==> src/hw/srstc_cfg.svh <==
`ifndef SRSTC_CFG_SVH
`define SRSTC_CFG_SVH
// register byte addresses on the apb slave
`define SRSTC_SYSTEM_CONTROL_ZERO_ADDR 12'h000
`define SRSTC_CAUSE_ADDR 12'h004
`define SRSTC_STATUS_ADDR 12'h008
`define SRSTC_MEMCFG_ADDR 12'h00c
// system_control_zero soft reset bit positions
`define SRSTC_SOFT_LOW_BIT 6
`define SRSTC_SOFT_HIGH_BIT 7
// reset_cause_register flag positions
`define SRSTC_F_PIN 0
`define SRSTC_F_WDOG 1
`define SRSTC_F_SOFT 2
`define SRSTC_F_ILLADDR 3
`define SRSTC_F_OSC 4
`define SRSTC_F_SUPPLY 5
`define SRSTC_F_ODD 6
`define SRSTC_NUM_SRC 7
// reset values
`define SRSTC_SYSTEM_CONTROL_ZERO_RST 8'h40
`define SRSTC_MASK_RST 4'hf
`define SRSTC_MEMTOP_RST 17'h0ffff
// timing: period and pin low time in ns, other minimum times in cycles of system_clock
`define SRSTC_CLK_NS 10
`define SRSTC_PIN_LOW_NS 80
`define SRSTC_PIN_LOW_CYC \
   ((`SRSTC_PIN_LOW_NS + `SRSTC_CLK_NS - 1) / `SRSTC_CLK_NS)
`define SRSTC_HOLD_CYC 8
`define SRSTC_START_CYC 6
// service routine address location of the reset trap entry, then base of the word-only upper half
`define SRSTC_VECTOR_ADDR 17'h08002
`define SRSTC_WORDONLY_BASE 17'h10000
`endif

==> src/hw/srstc_pkg.sv <==
package srstc_pkg;
   typedef enum logic [2:0] {
      SRSTC_IDLE,
      SRSTC_HOLD,
      SRSTC_INDEX,
      SRSTC_VECTOR,
      SRSTC_RELOAD,
      SRSTC_RUN
   } srstc_state_t;
endpackage

==> src/hw/srstc_sync.sv <==
`timescale 1ns/1ps
`default_nettype none
// two flop level synchroniser, output reads only the second stage
module srstc_sync
#(
   parameter int W = 1,
   parameter logic [W-1:0] INIT = '0
)
(
   input wire logic pclk,
   input wire logic presetn,
   input wire logic [W-1:0] d,
   output logic [W-1:0] q
);
   logic [W-1:0] meta_r;
   always_ff @(posedge pclk or negedge presetn)
   begin
      if (!presetn)
      begin
         meta_r <= INIT;
         q <= INIT;
      end
      else
      begin
         meta_r <= d;
         q <= meta_r;
      end
   end
endmodule
`default_nettype wire

==> src/hw/srstc_top.sv <==
// How it works
// RQ1: seven reset causes, six internal and one from the external pin.
// RQ2: a falling edge on the reset pin starts a system reset.
// RQ3: watchdog overflow or bad watchdog key/control write raises reset.
// RQ4: soft write with low bit 0 or high bit 1 gives global reset.
// RQ5: access to an unimplemented address raises a system reset.
// RQ6: oscillator fault raises reset and sets the oscillator cause flag.
// RQ7: supply out of range is a reset source, also at power-up.
// RQ8: word access at an odd byte address is illegal and resets.
// RQ9: any reset drives the pin low for at least eight clocks.
// RQ10: reset lasts eight clocks, longer while supply, oscillator, pin bad.
// RQ11: cause register holds one flag per source, seven flags.
// RQ12: reset initialises control registers and sets all mask bits to 1.
// RQ13: after reset compute trap index, read vector 8002h, reload pipeline.
// RQ14: six clocks from reset release to first opcode fetch.
// RQ15: reset leaves ram untouched, only control bits reset.
// RQ16: outside agents hold the pin low at least one clock.
// RQ17: word has msbyte at even address, lsbyte at next odd address.
// RQ18: lower 64k byte or word access, upper 64k word only.
// RQ19: software clears cause flags after reading them.
// RQ20: pin cause flag sets whenever the pin is low, own drive included.
// RQ21: both soft reset bits written at once; high 0 low 1 only safe.
// RQ22: sources synchronised, ored into one request, flags set at once.
`timescale 1ns/1ps
`default_nettype none
`include "srstc_cfg.svh"
module srstc_top
(
   input wire logic pclk,
   input wire logic presetn,
   input wire logic psel,
   input wire logic penable,
   input wire logic pwrite,
   input wire logic [11:0] paddr,
   input wire logic [31:0] pwdata,
   input wire logic [3:0] pstrb,
   output logic [31:0] prdata,
   output logic pready,
   output logic pslverr,
   input wire logic rst_pin_i,
   output logic rst_pin_o,
   output logic rst_pin_oe,
   input wire logic wdog_overflow,
   input wire logic wdog_bad_write,
   input wire logic osc_fault,
   input wire logic supply_bad,
   input wire logic mem_req,
   input wire logic mem_word,
   input wire logic [16:0] mem_addr,
   output logic sys_reset_n,
   output logic [3:0] int_mask,
   output logic vector_rd,
   output logic [16:0] vector_addr,
   output logic [15:0] fetch_word_addr,
   input wire logic [15:0] vector_msb_lsb,
   output logic pipe_reload,
   output logic first_fetch
);
   import srstc_pkg::*;

   localparam logic [3:0] HOLD_N = 4'(`SRSTC_HOLD_CYC);
   localparam logic [3:0] PIN_N = 4'(`SRSTC_PIN_LOW_CYC);

   srstc_state_t state_r;
   logic [3:0] hold_cnt_r;
   logic [3:0] pin_cnt_r;
   logic [2:0] start_cnt_r;
   logic [7:0] system_control_zero_r;
   logic [6:0] cause_r;
   logic [16:0] mem_top_r;
   logic [15:0] vector_r;
   logic pin_q;
   logic pin_prev_r;
   logic pin_fall;
   logic [3:0] async_q;
   logic wdog_ovf_q;
   logic wdog_wr_q;
   logic osc_q;
   logic supply_q;
   logic soft_req;
   logic addr_bad;
   logic odd_bad;
   logic [6:0] src_hit;
   logic any_req;
   logic stay_in_reset;
   logic apb_wr;
   logic apb_rd;
   logic [7:0] soft_val;

   // pin and level sources pass through the synchroniser first [RQ22]
   srstc_sync #(.W(1), .INIT(1'b1)) u_pin_sync
   (
      .pclk(pclk),
      .presetn(presetn),
      .d(rst_pin_i),
      .q(pin_q)
   );

   // one flop pair per source, so each request lags by the same two clocks
   srstc_sync #(.W(1), .INIT(1'b0)) u_wdog_ovf_sync
   (
      .pclk(pclk),
      .presetn(presetn),
      .d(wdog_overflow),
      .q(wdog_ovf_q)
   );

   srstc_sync #(.W(1), .INIT(1'b0)) u_wdog_wr_sync
   (
      .pclk(pclk),
      .presetn(presetn),
      .d(wdog_bad_write),
      .q(wdog_wr_q)
   );

   srstc_sync #(.W(1), .INIT(1'b0)) u_osc_sync
   (
      .pclk(pclk),
      .presetn(presetn),
      .d(osc_fault),
      .q(osc_q)
   );

   srstc_sync #(.W(1), .INIT(1'b0)) u_supply_sync
   (
      .pclk(pclk),
      .presetn(presetn),
      .d(supply_bad),
      .q(supply_q)
   );

   assign async_q = {supply_q, osc_q, wdog_wr_q, wdog_ovf_q}; // [RQ22]

   always_ff @(posedge pclk or negedge presetn)
   begin
      if (!presetn)
         pin_prev_r <= 1'b1;
      else
         pin_prev_r <= pin_q;
   end

   // pin falling edge starts reset; one clock low is enough to see it
   assign pin_fall = pin_prev_r & ~pin_q; // [RQ2] [RQ16]

   assign apb_wr = psel & penable & pwrite;
   assign apb_rd = psel & penable & ~pwrite;
   assign soft_val = pwdata[7:0];

   // both bits come from one write, so a single byte lane decides [RQ21]
   assign soft_req = apb_wr & pstrb[0] & (paddr == `SRSTC_SYSTEM_CONTROL_ZERO_ADDR)
      & (~soft_val[`SRSTC_SOFT_LOW_BIT]
      | soft_val[`SRSTC_SOFT_HIGH_BIT]); // [RQ4]

   // unimplemented space lies above the configured memory top [RQ5]
   assign addr_bad = mem_req & (mem_addr > mem_top_r);
   // odd word address, or byte access in the word-only upper half
   assign odd_bad = mem_req & ((mem_word & mem_addr[0])
      | (~mem_word & (mem_addr >= `SRSTC_WORDONLY_BASE))); // [RQ8] [RQ18]

   always_comb
   begin
      src_hit = '0;
      src_hit[`SRSTC_F_PIN] = pin_fall | ~pin_q; // [RQ20]
      src_hit[`SRSTC_F_WDOG] = async_q[0] | async_q[1]; // [RQ3]
      src_hit[`SRSTC_F_SOFT] = soft_req;
      src_hit[`SRSTC_F_ILLADDR] = addr_bad;
      src_hit[`SRSTC_F_OSC] = async_q[2]; // [RQ6]
      src_hit[`SRSTC_F_SUPPLY] = async_q[3]; // [RQ7]
      src_hit[`SRSTC_F_ODD] = odd_bad;
   end

   // pin level alone must not retrigger; a pin fall, own drive included, still requests reset
   assign any_req = (|src_hit[6:1]) | pin_fall; // [RQ1] [RQ22]
   assign stay_in_reset = async_q[3] | async_q[2] | ~pin_q; // [RQ10]

   always_ff @(posedge pclk or negedge presetn)
   begin
      if (!presetn)
      begin
         state_r <= SRSTC_HOLD;
         hold_cnt_r <= '0;
         start_cnt_r <= '0;
      end
      else
      begin
         case (state_r)
            SRSTC_HOLD:
            begin
               if (hold_cnt_r < HOLD_N - 4'h1 || stay_in_reset || any_req)
                  hold_cnt_r <= (any_req || stay_in_reset) ? 4'h0
                     : hold_cnt_r + 4'h1; // [RQ10]
               else
               begin
                  state_r <= SRSTC_INDEX;
                  start_cnt_r <= 3'h1;
               end
            end
            SRSTC_INDEX, SRSTC_VECTOR, SRSTC_RELOAD:
            begin
               if (any_req)
               begin
                  state_r <= SRSTC_HOLD;
                  hold_cnt_r <= '0;
               end
               else
               begin
                  start_cnt_r <= start_cnt_r + 3'h1;
                  // index, vector read, then reload, five clocks before run [RQ13]
                  if (start_cnt_r == 3'h1)
                     state_r <= SRSTC_VECTOR;
                  else if (start_cnt_r == 3'h3)
                     state_r <= SRSTC_RELOAD;
                  else if (start_cnt_r == 3'(`SRSTC_START_CYC - 1))
                     state_r <= SRSTC_RUN; // [RQ14]
               end
            end
            SRSTC_RUN:
            begin
               if (any_req)
               begin
                  state_r <= SRSTC_HOLD;
                  hold_cnt_r <= '0;
               end
               // one more count gives a single first_fetch pulse [RQ14]
               else if (start_cnt_r == 3'(`SRSTC_START_CYC))
                  start_cnt_r <= start_cnt_r + 3'h1;
            end
            default:
               state_r <= SRSTC_HOLD;
         endcase
      end
   end

   // the pin is stretched from the request, independent of the hold count
   always_ff @(posedge pclk or negedge presetn)
   begin
      if (!presetn)
         pin_cnt_r <= PIN_N;
      else if (any_req)
         pin_cnt_r <= PIN_N; // [RQ9]
      else if (pin_cnt_r != 4'h0)
         pin_cnt_r <= pin_cnt_r - 4'h1;
   end

   assign rst_pin_o = 1'b0;
   assign rst_pin_oe = (pin_cnt_r != 4'h0); // [RQ9]
   assign sys_reset_n = (state_r != SRSTC_HOLD);
   assign vector_addr = `SRSTC_VECTOR_ADDR; // [RQ13]
   assign fetch_word_addr = vector_r;

   always_ff @(posedge pclk or negedge presetn)
   begin
      if (!presetn)
      begin
         vector_rd <= 1'b0;
         pipe_reload <= 1'b0;
      end
      else
      begin
         vector_rd <= (state_r == SRSTC_VECTOR) && !any_req;
         pipe_reload <= (state_r == SRSTC_RELOAD) && !any_req;
      end
   end

   // fetch starts after six whole clocks of start-up, not inside the sixth
   always_ff @(posedge pclk or negedge presetn)
   begin
      if (!presetn)
         first_fetch <= 1'b0;
      else
         first_fetch <= (state_r == SRSTC_RUN) && !any_req
            && (start_cnt_r == 3'(`SRSTC_START_CYC)); // [RQ14]
   end

   // vector word arrives msbyte first from the even address [RQ17]
   always_ff @(posedge pclk or negedge presetn)
   begin
      if (!presetn)
         vector_r <= '0;
      else if (state_r == SRSTC_HOLD)
         vector_r <= '0;
      else if (vector_rd)
         vector_r <= {vector_msb_lsb[15:8], vector_msb_lsb[7:0]};
   end

   // mask bits all set while held in reset, nmi included [RQ12]
   always_ff @(posedge pclk or negedge presetn)
   begin
      if (!presetn)
         int_mask <= `SRSTC_MASK_RST;
      // masks close at the very edge a request is taken, not one clock later
      else if (state_r == SRSTC_HOLD || any_req)
         int_mask <= `SRSTC_MASK_RST; // [RQ12]
      else if (apb_wr && pstrb[0] && paddr == `SRSTC_STATUS_ADDR)
         int_mask <= pwdata[3:0];
   end

   // control register returns to reset value; cause flags survive [RQ15]
   always_ff @(posedge pclk or negedge presetn)
   begin
      if (!presetn)
         system_control_zero_r <= `SRSTC_SYSTEM_CONTROL_ZERO_RST;
      else if (state_r == SRSTC_HOLD)
         system_control_zero_r <= `SRSTC_SYSTEM_CONTROL_ZERO_RST; // [RQ15]
      else if (apb_wr && pstrb[0] && paddr == `SRSTC_SYSTEM_CONTROL_ZERO_ADDR && !soft_req)
         system_control_zero_r <= soft_val & 8'hc0;
   end

   always_ff @(posedge pclk or negedge presetn)
   begin
      if (!presetn)
         mem_top_r <= `SRSTC_MEMTOP_RST;
      else if (apb_wr && paddr == `SRSTC_MEMCFG_ADDR && state_r != SRSTC_HOLD)
         mem_top_r <= pwdata[16:0];
   end

   // write one to clear, a new cause in the same cycle wins [RQ11] [RQ19]
   always_ff @(posedge pclk or negedge presetn)
   begin
      if (!presetn)
         cause_r <= 7'(1 << `SRSTC_F_SUPPLY); // [RQ7]
      else if (apb_wr && pstrb[0] && paddr == `SRSTC_CAUSE_ADDR)
         cause_r <= (cause_r & ~pwdata[6:0]) | src_hit; // [RQ22]
      else
         cause_r <= cause_r | src_hit; // [RQ11]
   end

   always_comb
   begin
      prdata = '0;
      pslverr = 1'b0;
      if (apb_rd)
      begin
         case (paddr)
            `SRSTC_SYSTEM_CONTROL_ZERO_ADDR: prdata = {24'h0, system_control_zero_r};
            `SRSTC_CAUSE_ADDR: prdata = {25'h0, cause_r};
            `SRSTC_STATUS_ADDR: prdata = {27'h0, sys_reset_n, int_mask};
            `SRSTC_MEMCFG_ADDR: prdata = {15'h0, mem_top_r};
            default: pslverr = 1'b1;
         endcase
      end
      else if (psel && penable)
      begin
         case (paddr)
            `SRSTC_SYSTEM_CONTROL_ZERO_ADDR, `SRSTC_CAUSE_ADDR,
            `SRSTC_STATUS_ADDR, `SRSTC_MEMCFG_ADDR: pslverr = 1'b0;
            default: pslverr = 1'b1;
         endcase
      end
   end

   assign pready = 1'b1;
endmodule
`default_nettype wire

==> config.mk <==
export PLATFORM = sky130hd
export DESIGN_NAME = srstc_top
export DESIGN_NICKNAME = d
export VERILOG_FILES = /design/src/hw/srstc_pkg.sv /design/src/hw/srstc_sync.sv /design/src/hw/srstc_top.sv
export VERILOG_INCLUDE_DIRS = /design/src /design/src/hw
export SDC_FILE = /design/constraint.sdc
export NUM_CORES = 1
export LEC_CHECK = 0
export ABC_AREA = 1
export BUFFER_PORTS_ARGS = -buffer_cell sky130_fd_sc_hd__clkbuf_2
export CAP_MARGIN = 20
export CORE_MARGIN = 3
export CORE_UTILIZATION = 50
export DETAILED_ROUTE_END_ITERATION = 6
export PLACE_DENSITY = 0.92
export SLEW_MARGIN = 20
export SYNTH_ARGS = -nofsm -noshare
export SYNTH_HDL_FRONTEND = slang
export SYNTH_SLANG_ARGS = --single-unit
==> constraint.sdc <==
create_clock -name pclk -period 2.75 [get_ports pclk]
set_clock_uncertainty 0.15 [all_clocks]
set_input_delay 0.1375 -clock pclk [delete_from_list [all_inputs] [get_ports pclk]]
set_output_delay 0.1375 -clock pclk [all_outputs]
set_load 0.05 [all_outputs]
==> qor.yml <==
hold_viol: 0
crit_path_start: "mem_top_r[15]$_DFFE_PN1P_"
num-nets-final: 801
critPathRequiredTime_ns: 2.88
drt_iter0_markers: 306
cts_buffers: 9
drc: 0
cts.sinks: 74
io_buffers: 117
holdPathStages: 5
syn-cell-area_um2: 4410
htreeDepth: 3
power.leakage_nw: 3.01
ys_ff_latch: 74
cts_tree: "yes"
min_from: "mem_req"
grt_max_degree: 75
die_h_um: 99.9
syn_area_per_cell_um2: 8.32
io_pins: 170
r2r_cells: 14
layoutNonFillerInstCount: 795
crit_path_start_kind: "flop"
rsz0062_at_grt: "no"
cp_top_family: "simple AND/OR/NAND/NOR gates"
place_congestion: 0.917
hold_class: "input pin to flop"
power_mw: 3.09
drv_cap: 0
core_area_um2: 8380
place_inst: 739
critPathArrivalTime_ns: 2.69
status: "finished, final reports clean"
drive_gt1_share_pct: 29.0
grt_pass1_wl_mm: 18.1
post-place-ws_ns: 0.272
cts_setup_buffers: 0
ys_top_cells_by_area: "dfrtp_1 (27%), dfstp_2 (16%), inv_1 (8.8%)"
synth_commonest_cells: "inv_1 (103), nand2_1 (85), dfrtp_1 (47)"
initial_utilization_pct: 52.6
synth_top_area_cell: "dfrtp_1"
antenna_cells: 0
synth_edf_count: 0
insertion_delay_ns: 0.36
yosysMostFrequentCell: "inv_1"
drv_slew: 0
syn_inst: 530
die_area_um2: 9980
synth-main-ff-cell: "dfrtp_1"
fill_cells: 645
cp_slowest_cell: "dfstp_2"
antenna_left: 0
cts.clk_slew.worst_paths_ns: 0.09
worst-path-buf-inv: 1
min_period_ns: 2.55
die_w_um: 99.9
ys_seq_area_share_pct: 42.8
power_density_nw_per_um2: 556
synth.yosys.warnings: 0
wl_per_cell_um: 14.4
yosys.area.top_type_share_pct: 26.7
postLayoutSetupSlackWorst_ns: 0.198
grt_pass1_vias: 4018
rr_startpoint: "mem_top_r[15]$_DFFE_PN1P_"
area_growth_pct: 26.1
peakVddDrop_uv: 297
hpwl_mm: 8.33
vias: 4098
via_per_inst: 5.15
setup_viol: 0
gr-total-overflow: 0
wl_mm: 11.4
end_kind: "flop"
row_count: 33
tns_ns: 0
critPathMaxFanout: 12
crit_type: "flop to flop"
fmax_ghz: 0.392
cpPeakStageDelay_ns: 0.54
gr-usage-all-layers_pct: 22.7
relSlewSlack_pct: 37.1
cp_num_cells: 14
ys_types: 46
cp_cell_sequence: "inv_1 > ha_1 > nand2_1 > nor2_2 > nand2_1 > nor2_2 > o21ai_1 > nand3_1 > nand2_2 > nand2_2 > nand2_2 > nand2_4 > nand3_1 > nand2_1"
worst_pin_slew_ns: 0.944
antenna_found_initial: 0
cts_buffer_depth: 2
async_flop_share_pct: 100
period_share_pct: 92.8
cts_root_buf: "clkbuf_8"
dr.pass1.iters: 5
## layout by cell type, fill, tap and decap left out, types with 4 or more instances in the layout
cell | synthesis | routed
nand2_2 | 6 | 6
nor2_1 | 44 | 44
dfrtp_1 | 47 | 47
o21ai_0 | 20 | 20
nand2_1 | 85 | 85
mux2_2 | 5 | 5
conb_1 | 2 | 34
nor2_2 | 5 | 5
a31oi_1 | 16 | 16
clkbuf_8 | 0 | 12
ha_1 | 23 | 23
nor3_1 | 16 | 16
nand3_1 | 21 | 21
dfstp_2 | 27 | 27
inv_1 | 103 | 103
clkbuf_2 | 1 | 116
dlygate4sd3_1 | 0 | 40
a21oi_1 | 11 | 11
mux2_4 | 4 | 4
o211ai_1 | 7 | 7
## per-layer routing
metal	global-route usage, %	wire (um)	vias up
li1	-	-	1921
met1	26.0	4360	1924
met2	40.2	5850	213
met3	4.86	829	40
met4	10.8	386	0
met5	0	0	-
## where the power goes
group	internal [mW]	switching, mW
clock network	0.584	0.414
logic	0.246	0.654
registers	1.15	0.0464
## final timing paths
path                                             end  slack [ns]
setup / recovery           hold_cnt_r[2]$_DFFE_PN0P_        0.20
hold / removal                  cause_r[6]$_DFF_PN0_        0.02
setup reg to reg           hold_cnt_r[2]$_DFFE_PN0P_        0.20
hold reg to reg            u_supply_sync.q$_DFF_PN0_        0.20
max in group asynchronous       cause_r[4]$_DFF_PN0_        1.52
min in group asynchronous   pin_cnt_r[0]$_DFFE_PN0P_        0.31
## flip-flops by register name, summed over array words and instances, names as in the netlist, 2 cells and up
register and cells:
system_control_zero_r 2, cause_r 7, int_mask 4, fetch_word_addr 16, hold_cnt_r 4, start_cnt_r 3, pin_cnt_r 4, state_r 3
mem_top_r 17
## final cells by class
type,count,area (um2),share of cell area (%)
multi-input cells,335,1910,34.3
flip-flops and latches,74,1890,33.9
repair buffers,157,988,17.8
inverters,108,407,7.32
clock buffers,12,165,2.97
well taps,105,131,2.36
clock inverters,4,72.6,1.31
## kinds of logic (layout without fill, tap and decap cells)
logic type               after synthesis  count (layout)  share of synthesized area (%)
AND/OR/NAND/NOR                      199             199                           21.3
other                                  2              34                          0.170
multiplexers                           9               9                           2.64
adder cells (fa/ha/maj)               23              23                           6.53
flip-flops                            74              74                           42.8
XOR/XNOR                               3               3                          0.596
AO/OA/AOI/OAI                         67              67                           9.31
buffers and inverters                153             281                           16.7
## worst reg2reg max path, stage by stage, from the launching register on
cell,delay (ns)
dfstp_2,0.54
inv_1,0.06
ha_1,0.28
nand2_1,0.07
nor2_2,0.13
nand2_1,0.09
nor2_2,0.12
o21ai_1,0.08
nand3_1,0.10
nand2_2,0.12
nand2_2,0.27
nand2_2,0.18
nand2_4,0.12
nand3_1,0.08
nand2_1,0.09
## stage by stage
step	hold slack [ns]	area [um2]	utilization [%]
2_1_floorplan	-0.308	4530	-
3_3_place_gp	0.0754	4920	58.7
3_5_place_dp	0.0776	4920	58.7
4_1_cts	0.00844	5560	66.3
5_1_grt	0.0473	5560	66.3
6_report	0.0204	5560	66.3
## repair_timing
item / CTS / global route
hold buffers: 40 / 0
hold endpoints to repair: 97 / 0
resized for setup: 0 / 0
No activity file was read; power rests on OpenSTA's default activity.
